--- src/rtl/jls_pkg.sv ---
/*
 Package for the multiframe clock, reset distribution and link test pattern block.
 Assumes a single device clock domain and an AXI4-Lite master with 32-bit data.
*/
package jls_pkg;
   localparam logic [7:0] ADDR_CTRL = 8'h00;
   localparam logic [7:0] ADDR_MASK = 8'h04;
   localparam logic [7:0] ADDR_INIT = 8'h08;
   localparam logic [7:0] ADDR_STATUS = 8'h0C;
   localparam logic [7:0] ADDR_COUNT = 8'h10;
   localparam logic [31:0] CTRL_RESET = 32'h0000_0000;
   localparam int CTRL_SUBCLASS_LSB = 0;
   localparam int CTRL_LANES_LSB = 2;
   localparam int CTRL_RES_LSB = 4;
   localparam int CTRL_TEST_LSB = 6;
   localparam int CTRL_SCR_BIT = 8;
   localparam int CTRL_FORCE_BIT = 9;
   localparam int CTRL_REL_LSB = 10;
   localparam int CTRL_TPCONST_BIT = 12;
   localparam int CTRL_JESDA_BIT = 13;
   localparam int SYNC_LOW_MIN = 4;
   localparam int CORRUPT_CYCLES = 6;
   localparam int PRBS_BITS = 120;
   typedef enum logic [1:0] {
      JLS_SC0 = 2'h0, JLS_SC1 = 2'h1, JLS_SC2 = 2'h2
   } jls_subclass_t;
   typedef enum logic [1:0] {
      JLS_TP_OFF = 2'h0, JLS_TP_D21 = 2'h1, JLS_TP_K28 = 2'h2, JLS_TP_RPAT = 2'h3
   } jls_test_t;
   typedef enum logic [1:0] {
      JLS_ST_CGS = 2'h0, JLS_ST_WAIT = 2'h1, JLS_ST_ILA = 2'h3
   } jls_link_t;
endpackage : jls_pkg

--- src/rtl/jls_core.sv ---
/*
 Multiframe clock, SYNC~/SYSREF reset distribution, masks and link test patterns.
 Assumes sync_request and sysref inputs are already synchronous to clk_i.
*/
// Decided for this implementation: register access over AXI4-Lite and the placing of the registers.
`timescale 1ns/1ps
module jls_core (
   input wire logic clk_i,
   input wire logic rst_i,
   input wire logic sync_request_n_i,
   input wire logic sysref_in_i,
   input wire logic [31:0] s_axi_awaddr,
   input wire logic s_axi_awvalid,
   output logic s_axi_awready,
   input wire logic [31:0] s_axi_wdata,
   input wire logic [3:0] s_axi_wstrb,
   input wire logic s_axi_wvalid,
   output logic s_axi_wready,
   output logic [1:0] s_axi_bresp,
   output logic s_axi_bvalid,
   input wire logic s_axi_bready,
   input wire logic [31:0] s_axi_araddr,
   input wire logic s_axi_arvalid,
   output logic s_axi_arready,
   output logic [31:0] s_axi_rdata,
   output logic [1:0] s_axi_rresp,
   output logic s_axi_rvalid,
   input wire logic s_axi_rready,
   output logic multiframe_boundary_o,
   output logic divider_reset_o,
   output logic aux_reset_o,
   output logic odd_even_select_o,
   output logic data_invalid_o,
   output logic ila_start_o,
   output logic [4:0] k_field_o,
   output logic [7:0] lane_octet_o,
   output logic lane_is_k_o,
   output logic scramble_enable_o
);
   logic [31:0] ctrl;
   logic [2:0] mask;
   logic [4:0] multiframe_count_init;
   logic [4:0] mf_count;
   logic [4:0] frame_octet;
   logic sync_prev;
   logic sysref_prev;
   logic [2:0] sync_low_cnt;
   logic first_seen;
   logic [2:0] corrupt_cnt;
   localparam int PRBS_W = 7;
   logic [1:0] rel_cnt;
   logic [PRBS_W-1:0] prbs;
   jls_pkg::jls_link_t link_state;

   wire [1:0] subclass = ctrl[jls_pkg::CTRL_SUBCLASS_LSB +: 2];
   wire [1:0] adcs_per_lane_sel = ctrl[jls_pkg::CTRL_LANES_LSB +: 2];
   wire [1:0] resolution_sel = ctrl[jls_pkg::CTRL_RES_LSB +: 2];
   wire [1:0] link_test_pattern_select = ctrl[jls_pkg::CTRL_TEST_LSB +: 2];
   wire scrambler_on = ctrl[jls_pkg::CTRL_SCR_BIT];
   wire force_multiframe_count = ctrl[jls_pkg::CTRL_FORCE_BIT];
   wire [1:0] alignment_release_delay = ctrl[jls_pkg::CTRL_REL_LSB +: 2];
   wire tp_constant = ctrl[jls_pkg::CTRL_TPCONST_BIT];
   wire jesd204a = ctrl[jls_pkg::CTRL_JESDA_BIT];
   wire mask_divider_and_aux_reset = mask[0];
   wire mask_phase_and_divider_reset = mask[1];
   wire mask_after_first_event = mask[2];

   // Frame octets and K from lanes and resolution: 2/4/8 ADCs per lane.
   function automatic logic [4:0] frame_octets(input logic [1:0] lanes, input logic [1:0] res);
      logic [4:0] base;
      base = (res == 2'h0) ? 5'h03 : 5'h04;
      case (lanes)
         2'h0: frame_octets = base;
         2'h1: frame_octets = (res == 2'h0) ? 5'h06 : ((res == 2'h1) ? 5'h07 : 5'h08);
         default: frame_octets = (res == 2'h0) ? 5'h0C : ((res == 2'h1) ? 5'h0E : 5'h10);
      endcase
   endfunction : frame_octets

   function automatic logic [4:0] k_frames(input logic [1:0] lanes, input logic [1:0] res);
      case (lanes)
         2'h0: k_frames = (res == 2'h0) ? 5'h06 : 5'h05;
         2'h1: k_frames = 5'h03;
         default: k_frames = 5'h02;
      endcase
   endfunction : k_frames

   wire [4:0] octets = frame_octets(adcs_per_lane_sel, resolution_sel);
   wire [4:0] k_size = k_frames(adcs_per_lane_sel, resolution_sel);

   // Events are caught on rising clock edges only; SYSREF is active high.
   wire sync_rise = sync_request_n_i & ~sync_prev;
   wire sysref_rise = sysref_in_i & ~sysref_prev;
   // Event source follows the subclass; JESD204A behaves as subclass zero.
   wire sc1 = (subclass == jls_pkg::JLS_SC1) & ~jesd204a;
   wire sc2 = (subclass == jls_pkg::JLS_SC2) & ~jesd204a;
   wire event_hit = sc1 ? sysref_rise : sync_rise;
   // Mask three behaves as mask two once the first event has passed.
   wire eff_mask2 = mask_phase_and_divider_reset | (mask_after_first_event & first_seen);
   // Masks one and two act on the event itself; mask three is armed by it, so only later events see mask three.
   wire phase_reset = event_hit & (sc1 | sc2) & ~eff_mask2;
   wire div_reset = event_hit & ~mask_divider_and_aux_reset & ~eff_mask2;
   wire aux_reset = event_hit & ~mask_divider_and_aux_reset;
   wire frame_last = (frame_octet == octets - 5'h01);
   wire mf_wrap = frame_last & (mf_count == k_size - 5'h01);
   wire [4:0] reload = force_multiframe_count ? multiframe_count_init : 5'h00;
   // The fourth low sample itself qualifies, so a release right after it is still caught.
   wire sync_low_ok = (sync_low_cnt >= 3'(jls_pkg::SYNC_LOW_MIN - 1)) & ~sync_request_n_i;
   wire prbs_fb = prbs[PRBS_W-1] ^ prbs[PRBS_W-2];

   // Bus handshakes.
   wire wr_go = s_axi_awvalid & s_axi_wvalid & ~s_axi_bvalid;
   wire rd_go = s_axi_arvalid & ~s_axi_rvalid;
   wire [7:0] waddr = s_axi_awaddr[7:0];
   wire [7:0] raddr = s_axi_araddr[7:0];
   wire w_ctrl = wr_go & (waddr == jls_pkg::ADDR_CTRL);
   wire w_mask = wr_go & (waddr == jls_pkg::ADDR_MASK);
   wire w_init = wr_go & (waddr == jls_pkg::ADDR_INIT);
   wire w_hit = w_ctrl | w_mask | w_init;
   wire r_hit = (raddr == jls_pkg::ADDR_CTRL) | (raddr == jls_pkg::ADDR_MASK) |
      (raddr == jls_pkg::ADDR_INIT) | (raddr == jls_pkg::ADDR_STATUS) |
      (raddr == jls_pkg::ADDR_COUNT);
   wire [31:0] status_word = {24'h00_0000, first_seen, 1'b0, link_state, 1'b0, corrupt_cnt};
   wire [31:0] rd_word =
      (raddr == jls_pkg::ADDR_CTRL) ? ctrl :
      (raddr == jls_pkg::ADDR_MASK) ? {29'h0000_0000, mask} :
      (raddr == jls_pkg::ADDR_INIT) ? {27'h000_0000, multiframe_count_init} :
      (raddr == jls_pkg::ADDR_STATUS) ? status_word :
      (raddr == jls_pkg::ADDR_COUNT) ? {27'h000_0000, mf_count} : 32'h0000_0000;

   // Test pattern output: selected patterns never pass the scrambler; only the constant pattern does.
   logic [7:0] next_octet;
   logic next_is_k;
   always_comb begin
      next_octet = 8'h00;
      next_is_k = 1'b0;
      case (link_test_pattern_select)
         jls_pkg::JLS_TP_D21: next_octet = 8'hB5;
         jls_pkg::JLS_TP_K28: begin
            next_octet = 8'hBC;
            next_is_k = 1'b1;
         end
         jls_pkg::JLS_TP_RPAT: next_octet = {1'b0, prbs};
         default: begin
            next_octet = 8'h00;
            next_is_k = (link_state != jls_pkg::JLS_ST_ILA) ? 1'b1 : 1'b0;
         end
      endcase
   end

   always_ff @(posedge clk_i) begin
      if (rst_i) begin
         ctrl <= jls_pkg::CTRL_RESET;
         mask <= 3'h0;
         multiframe_count_init <= 5'h00;
         s_axi_awready <= 1'b0;
         s_axi_wready <= 1'b0;
         s_axi_bvalid <= 1'b0;
         s_axi_bresp <= 2'h0;
         s_axi_arready <= 1'b0;
         s_axi_rvalid <= 1'b0;
         s_axi_rresp <= 2'h0;
         s_axi_rdata <= 32'h0000_0000;
      end else begin
         s_axi_awready <= wr_go;
         s_axi_wready <= wr_go;
         s_axi_arready <= rd_go;
         if (w_ctrl && s_axi_wstrb[0]) ctrl[7:0] <= s_axi_wdata[7:0];
         if (w_ctrl && s_axi_wstrb[1]) ctrl[15:8] <= s_axi_wdata[15:8];
         if (w_mask && s_axi_wstrb[0]) mask <= s_axi_wdata[2:0];
         if (w_init && s_axi_wstrb[0]) multiframe_count_init <= s_axi_wdata[4:0];
         if (wr_go) begin
            s_axi_bvalid <= 1'b1;
            s_axi_bresp <= w_hit ? 2'h0 : 2'h2;
         end else if (s_axi_bready) s_axi_bvalid <= 1'b0;
         if (rd_go) begin
            s_axi_rvalid <= 1'b1;
            s_axi_rdata <= rd_word;
            s_axi_rresp <= r_hit ? 2'h0 : 2'h2;
         end else if (s_axi_rready) s_axi_rvalid <= 1'b0;
      end
   end

   always_ff @(posedge clk_i) begin
      if (rst_i) begin
         sync_prev <= 1'b1;
         sysref_prev <= 1'b0;
         sync_low_cnt <= 3'h0;
         first_seen <= 1'b0;
         frame_octet <= 5'h00;
         mf_count <= 5'h00;
         corrupt_cnt <= 3'h0;
         odd_even_select_o <= 1'b0;
         prbs <= 7'h7F;
         link_state <= jls_pkg::JLS_ST_CGS;
         rel_cnt <= 2'h0;
         multiframe_boundary_o <= 1'b0;
         divider_reset_o <= 1'b0;
         aux_reset_o <= 1'b0;
         data_invalid_o <= 1'b0;
         ila_start_o <= 1'b0;
         k_field_o <= 5'h00;
         lane_octet_o <= 8'h00;
         lane_is_k_o <= 1'b0;
         scramble_enable_o <= 1'b0;
      end else begin
         sync_prev <= sync_request_n_i;
         sysref_prev <= sysref_in_i;
         if (!mask_after_first_event) first_seen <= 1'b0;
         else if (event_hit) first_seen <= 1'b1;
         // Octet and frame counters; no local multiframe clock in subclass zero.
         if (phase_reset) begin
            frame_octet <= 5'h00;
            mf_count <= reload;
         end else if (!(sc1 | sc2)) begin
            frame_octet <= 5'h00;
            mf_count <= 5'h00;
         end else if (frame_last) begin
            frame_octet <= 5'h00;
            mf_count <= (mf_count >= k_size - 5'h01) ? 5'h00 : mf_count + 5'h01;
         end else frame_octet <= frame_octet + 5'h01;
         multiframe_boundary_o <= (sc1 | sc2) & mf_wrap & ~phase_reset;
         divider_reset_o <= div_reset;
         aux_reset_o <= aux_reset;
         // The odd/even selector and pattern phase restart with the aux reset.
         odd_even_select_o <= aux_reset ? 1'b0 : ~odd_even_select_o;
         prbs <= aux_reset ? 7'h7F : {prbs[PRBS_W-2:0], prbs_fb};
         // Samples after a SYSREF device reset are flagged for six clocks.
         if (aux_reset && sc1) corrupt_cnt <= 3'(jls_pkg::CORRUPT_CYCLES);
         else if (corrupt_cnt != 3'h0) corrupt_cnt <= corrupt_cnt - 3'h1;
         data_invalid_o <= (aux_reset & sc1) | (corrupt_cnt > 3'h1);
         // Low time of SYNC~ counted to enter synchronization.
         if (sync_request_n_i) sync_low_cnt <= 3'h0;
         else if (!sync_low_ok) sync_low_cnt <= sync_low_cnt + 3'h1;
         ila_start_o <= 1'b0;
         case (link_state)
            jls_pkg::JLS_ST_CGS: if (sync_rise) begin
               link_state <= jls_pkg::JLS_ST_WAIT;
               rel_cnt <= alignment_release_delay;
            end
            jls_pkg::JLS_ST_WAIT: if (sync_low_ok) begin
               link_state <= jls_pkg::JLS_ST_CGS;
            end else if (mf_wrap) begin
               if (rel_cnt == 2'h0) begin
                  link_state <= jls_pkg::JLS_ST_ILA;
                  ila_start_o <= 1'b1;
               end else rel_cnt <= rel_cnt - 2'h1;
            end
            jls_pkg::JLS_ST_ILA: if (sync_low_ok) link_state <= jls_pkg::JLS_ST_CGS;
            default: link_state <= jls_pkg::JLS_ST_CGS;
         endcase
         k_field_o <= k_size - 5'h01;
         lane_octet_o <= next_octet;
         lane_is_k_o <= next_is_k;
         // Scrambling only for live data, or constant pattern to give PRBS-like data.
         scramble_enable_o <= scrambler_on & (link_state == jls_pkg::JLS_ST_ILA) &
            (link_test_pattern_select == jls_pkg::JLS_TP_OFF) | (scrambler_on & tp_constant &
            (link_test_pattern_select == jls_pkg::JLS_TP_OFF));
      end
   end
endmodule : jls_core

--- config.mk ---
export PLATFORM = sky130hd
export DESIGN_NAME = jls_core
export DESIGN_NICKNAME = d
export VERILOG_FILES = /design/src/rtl/jls_pkg.sv /design/src/rtl/jls_core.sv
export SDC_FILE = /design/constraint.sdc
export NUM_CORES = 1
export LEC_CHECK = 0
export ABC_AREA = 0
export BUFFER_PORTS_ARGS = -buffer_cell sky130_fd_sc_hd__buf_2
export CORE_MARGIN = 2
export CORE_UTILIZATION = 49
export CTS_CLUSTER_SIZE = 12
export DETAILED_ROUTE_END_ITERATION = 8
export PLACE_DENSITY = 0.8
export SETUP_SLACK_MARGIN = 0.02
export SLEW_MARGIN = 20
export SYNTH_ARGS = -nofsm -noshare
export SYNTH_HDL_FRONTEND = slang
export SYNTH_SLANG_ARGS = --single-unit
--- constraint.sdc ---
create_clock -name clk_i -period 2.98 [get_ports clk_i]
set_input_delay 0.149 -clock clk_i [delete_from_list [all_inputs] [get_ports clk_i]]
set_output_delay 0.149 -clock clk_i [all_outputs]
set_load 0.05 [all_outputs]
==> impl_summary.txt <==
----------------------------------------------------
[CTS]
  Cell chosen for the clock root ... clkbuf_8
  Post-CTS repair timing setup buffer count ... 0
  Worst-skew pair later-pin latency ... approximately 0.37 ns
  Post-cts gate resize count ... 0
  Clock Sink Count ... a little under 100
  Clock-pin transition on the worst setup and hold timing paths ... around 0.10 ns
  CTS HTree Levels ... 3
  Clock buffers created by TritonCTS ... 9
  Clock tree from TritonCTS ... done
  Number of buffers on the longest clock path ... 2

[Pwr]
  Switching power as a share of total power ... 0.287
  P_sw ... 0.687 mW
  Clock power share ... 0.338
  Pint ... 1.71 mW
  Relative contribution of sequential cells to total power ... 0.558
  Maximum VDD drop ... roughly 230 uV
  Comb pwr share ... 0.104
  Power consumption ... 2.39 mW
  Power Dens Cells ... between 400 and 500 nW/um^2
  Leakage ... 2.24 nW

[Timing]
  Count of final setup violators ... 0
  Remaining max-slew budget at the tightest pin ... 0.371
  Final max-slew violation count ... 0
  Min cycle time layout ... around 2.7 ns
  Sum of negative setup slack ... 0 ns
  Worst Max-Slew Pin Slew ... between 0.9 and 1 ns
  Setup repair after global routing missed its margin ... false
  Fmax ... between 300 and 400 MHz
  Worst clock skew ... ~0.0073 ns
  Hold violation count in the final report ... 0
  Share of the clock period used by the worst path ... 0.895

[Logic synthesis]
  Count of warnings emitted by yosys ... 0
  Mean cell area of the mapped netlist ... around 9 um^2
  Number of library cell types mapped by synthesis ... 62
  Number of synthesized flops with an enable pin ... 0
  Cell area after technology mapping ... about 4400 um^2
  Fraction of the yosys area taken by sequential cells ... 0.442
  #FFs+latches synth ... 97
  Fraction of synthesis flops using an asynchronous set or reset pin ... 0
  Commonest register cell after synthesis ... dfxtp_1
  Count of mapped cells out of synthesis ... about 500

[Floorplanning]
  Starting utilization of the core area ... 0.503
  DIE HEIGHT ... 98.7 um
  Horizontal die dimension ... 98.7 um
  Core box area ... between 8000 and 9000 um^2
  Overall die area ... just under 10000 um^2
  FP Rows ... 34
  IO Pins ... ~170

[Global route]
  GRT Residual Overflow ... 0
  Wire length of the first global-routing pass ... about 16000 um
  Pin count of the biggest net entering global routing ... 42
  Combined global-route utilization of all metal layers ... 0.206
  Number of antenna violations at the first check in global routing ... 0
  Via count of the first global-routing pass ... 3480

[Worst setup path]
  Startpoint kind of the worst setup timing path ... flop
  Kind of critical path ... flop to flop
  Crit. End Element ... flop
  Arrival @ worst endpoint ... between 2 and 3 ns
  CP Max Fanout ... 8
  Critical path required time ... 3.27 ns

[Final layout]
  Final layout net count ... 693
  Final design instance area without fill ... 5040 um^2
  Combined flip-flop and latch cell area ... roughly 1900 um^2
  Final design utilization ... 0.577
  Multi-input gate area in the final layout ... about 2200 um^2
  Layout-stage area growth over the synthesis result ... 14.7%
  Antenna fix cells ... 0
  Layout cells sized above 1 ... 0.223
  Fill cell count ... 763

[Route]
  1st-iter DRT viols ... approximately 130
  Routed vias ... between 3000 and 4000
  Wire length after detailed routing ... just under 10000 um
  Drt pass-1 iters ... 4
  Via density per instance ... 5.40
  Remaining DRCs ... 0
  Routed Antenna Nets ... 0
  Routed length per instance ... ~14 um

[Min path]
  Path class of the lowest-slack min-delay path ... input pin to flop

[Outcome]
  Status ... completed

[Place]
  Weighted congestion at the end of routability-driven global placement ... 0.868
  # port buffers ... 86
  Detailed placement HPWL ... 7370 um
  Post-DP Area ... a little under 5000 um^2

[Job]
  Max-cap violation count ... 0

----------------------------------------------------
-- logic make-up after synthesis --
kind of cell / after synthesis / share of synthesized area
buf+inv: 58 / 0.0681
xor+xnor: 6 / 0.0120
flops: 97 / 0.442
fa+ha+maj: 14 / 0.0399
simple gates: 188 / 0.223
compound gates: 93 / 0.145
other cells: 1 / 0.000854
mux: 30 / 0.0693
-- worst paths after layout --
path	cells after the start	to	slack, ns	from
hold reg to reg	1	odd_even_select_o	0.43	odd_even_select_o
setup reg to reg	9	rel_cnt[0]	0.31	ctrl[2]
hold / removal	3	ctrl[15]	0.01	s_axi_wdata[15]
setup / recovery	9	rel_cnt[0]	0.31	ctrl[2]
-- routing by layer --
layer | vias up | routed length (um) | global-route usage | part of all wire
met4 | 0 | 170 | 0.0843 | 0.017
met1 | 1723 | 4440 | 0.269 | 0.45
met5 | - | 0 | 0 | 0
li1 | 1820 | - | - | -
met3 | 17 | 659 | 0.0504 | 0.067
met2 | 128 | 4500 | 0.327 | 0.46
-- cell type report --
| type | count | share of cell area |
|---|---|---|
| inverters | 17 | 0.0127 |
| multi-input cells | 351 | 0.441 |
| well taps | 108 | 0.0268 |
| clock inverters | 6 | 0.0102 |
| clock buffers | 10 | 0.0253 |
| flip-flops and latches | 97 | 0.386 |
| repair buffers | 94 | 0.0984 |
-- stage by stage --
| stage | hold slack, ns | setup slack, ns | cells |
|---|---|---|---|
| 4_1_cts | 0.000131 | 0.355 | 683 |
| 5_1_grt | 0.00574 | 0.0713 | 683 |
| 3_5_place_dp | 0.386 | 0.366 | 665 |
| 2_1_floorplan | 0.277 | 0.714 | 506 |
| 6_report | 0.00969 | 0.314 | 683 |
| 3_3_place_gp | 0.378 | 0.453 | 665 |
-- critical path, cell delays in order (launching register included) --
cell     delay, ns
dfxtp_1       0.54
nor3_1        0.12
or2_2         0.31
ha_1          0.30
nand3_1       0.09
nor3_2        0.17
nor4b_1       0.29
nand4_1       0.24
mux2_1        0.36
a21oi_1       0.16
-- power groups by stage --
stage	clock network, mW	logic (mW)	registers [mW]
after global routing	0.876	0.269	1.34
after CTS	0.821	0.249	1.34
after global placement	0	0.241	1.36
after floorplan	0	0.163	1.40
after detailed placement	0	0.247	1.36
final	0.808	0.250	1.34
-- synth_stat cells, types with 3 or more instances --
cell type / instances / share of area
nand3b_1: 5 / 0.0086
or3_1: 8 / 0.011
mux2i_1: 27 / 0.062
nor2b_1: 7 / 0.010
dfxtp_1: 97 / 0.44
buf_1: 3 / 0.0026
nand2_1: 33 / 0.028
a21oi_1: 37 / 0.042
nor2_1: 64 / 0.055
or2_2: 4 / 0.0057
nor3b_2: 3 / 0.0086
nor3b_1: 4 / 0.0068
xor2_1: 5 / 0.010
a21o_1: 5 / 0.0086
nand3_1: 16 / 0.018
buf_4: 21 / 0.036
nand2b_1: 9 / 0.013
clkbuf_1: 15 / 0.013
ha_1: 14 / 0.040
o2bb2ai_1: 3 / 0.0060
o2111ai_1: 3 / 0.0060
inv_1: 17 / 0.015
nor3_1: 12 / 0.014
nor4_1: 4 / 0.0057
and3_1: 5 / 0.0071
a211oi_1: 5 / 0.0086
o21ai_0: 14 / 0.016
-- repair_timing --
action	4_1_cts	5_1_grt
endpoints found under the hold margin	2	0
hold buffers	2	0
setup endpoints to repair	0	0
-- cell usage in the layout, fill, tap and decap left out, drive strengths merged, types with 3 or more instances in the layout --
master	Yosys	layout
or3	8	8
nor2b	7	7
clkbuf	15	10
inv	17	20
nand2	33	33
o21ai	16	16
nand3b	5	5
and3	6	6
or2	4	4
nand2b	9	9
mux2i	27	27
conb	1	20
a21oi	37	37
nor3	15	15
xor2	5	5
dfxtp	97	97
nor3b	7	7
buf	26	92
a211oi	6	6
nor2	64	64
ha	14	14
nand3	17	17
o2bb2ai	3	3
a21o	5	5
nor4	4	4
o2111ai	3	3
mux2	3	3
-- state kept, by name, indices dropped and copies added (netlist names), 2 cells and up --
name / cells
corrupt_cnt: 3
k_field_o: 5
mask: 3
multiframe_count_init: 5
lane_octet_o: 8
s_axi_rdata: 16
sync_low_cnt: 3
ctrl: 16
mf_count: 5
link_state: 2
rel_cnt: 2
frame_octet: 5
prbs: 7
No activity file was read; power rests on OpenSTA's default activity.
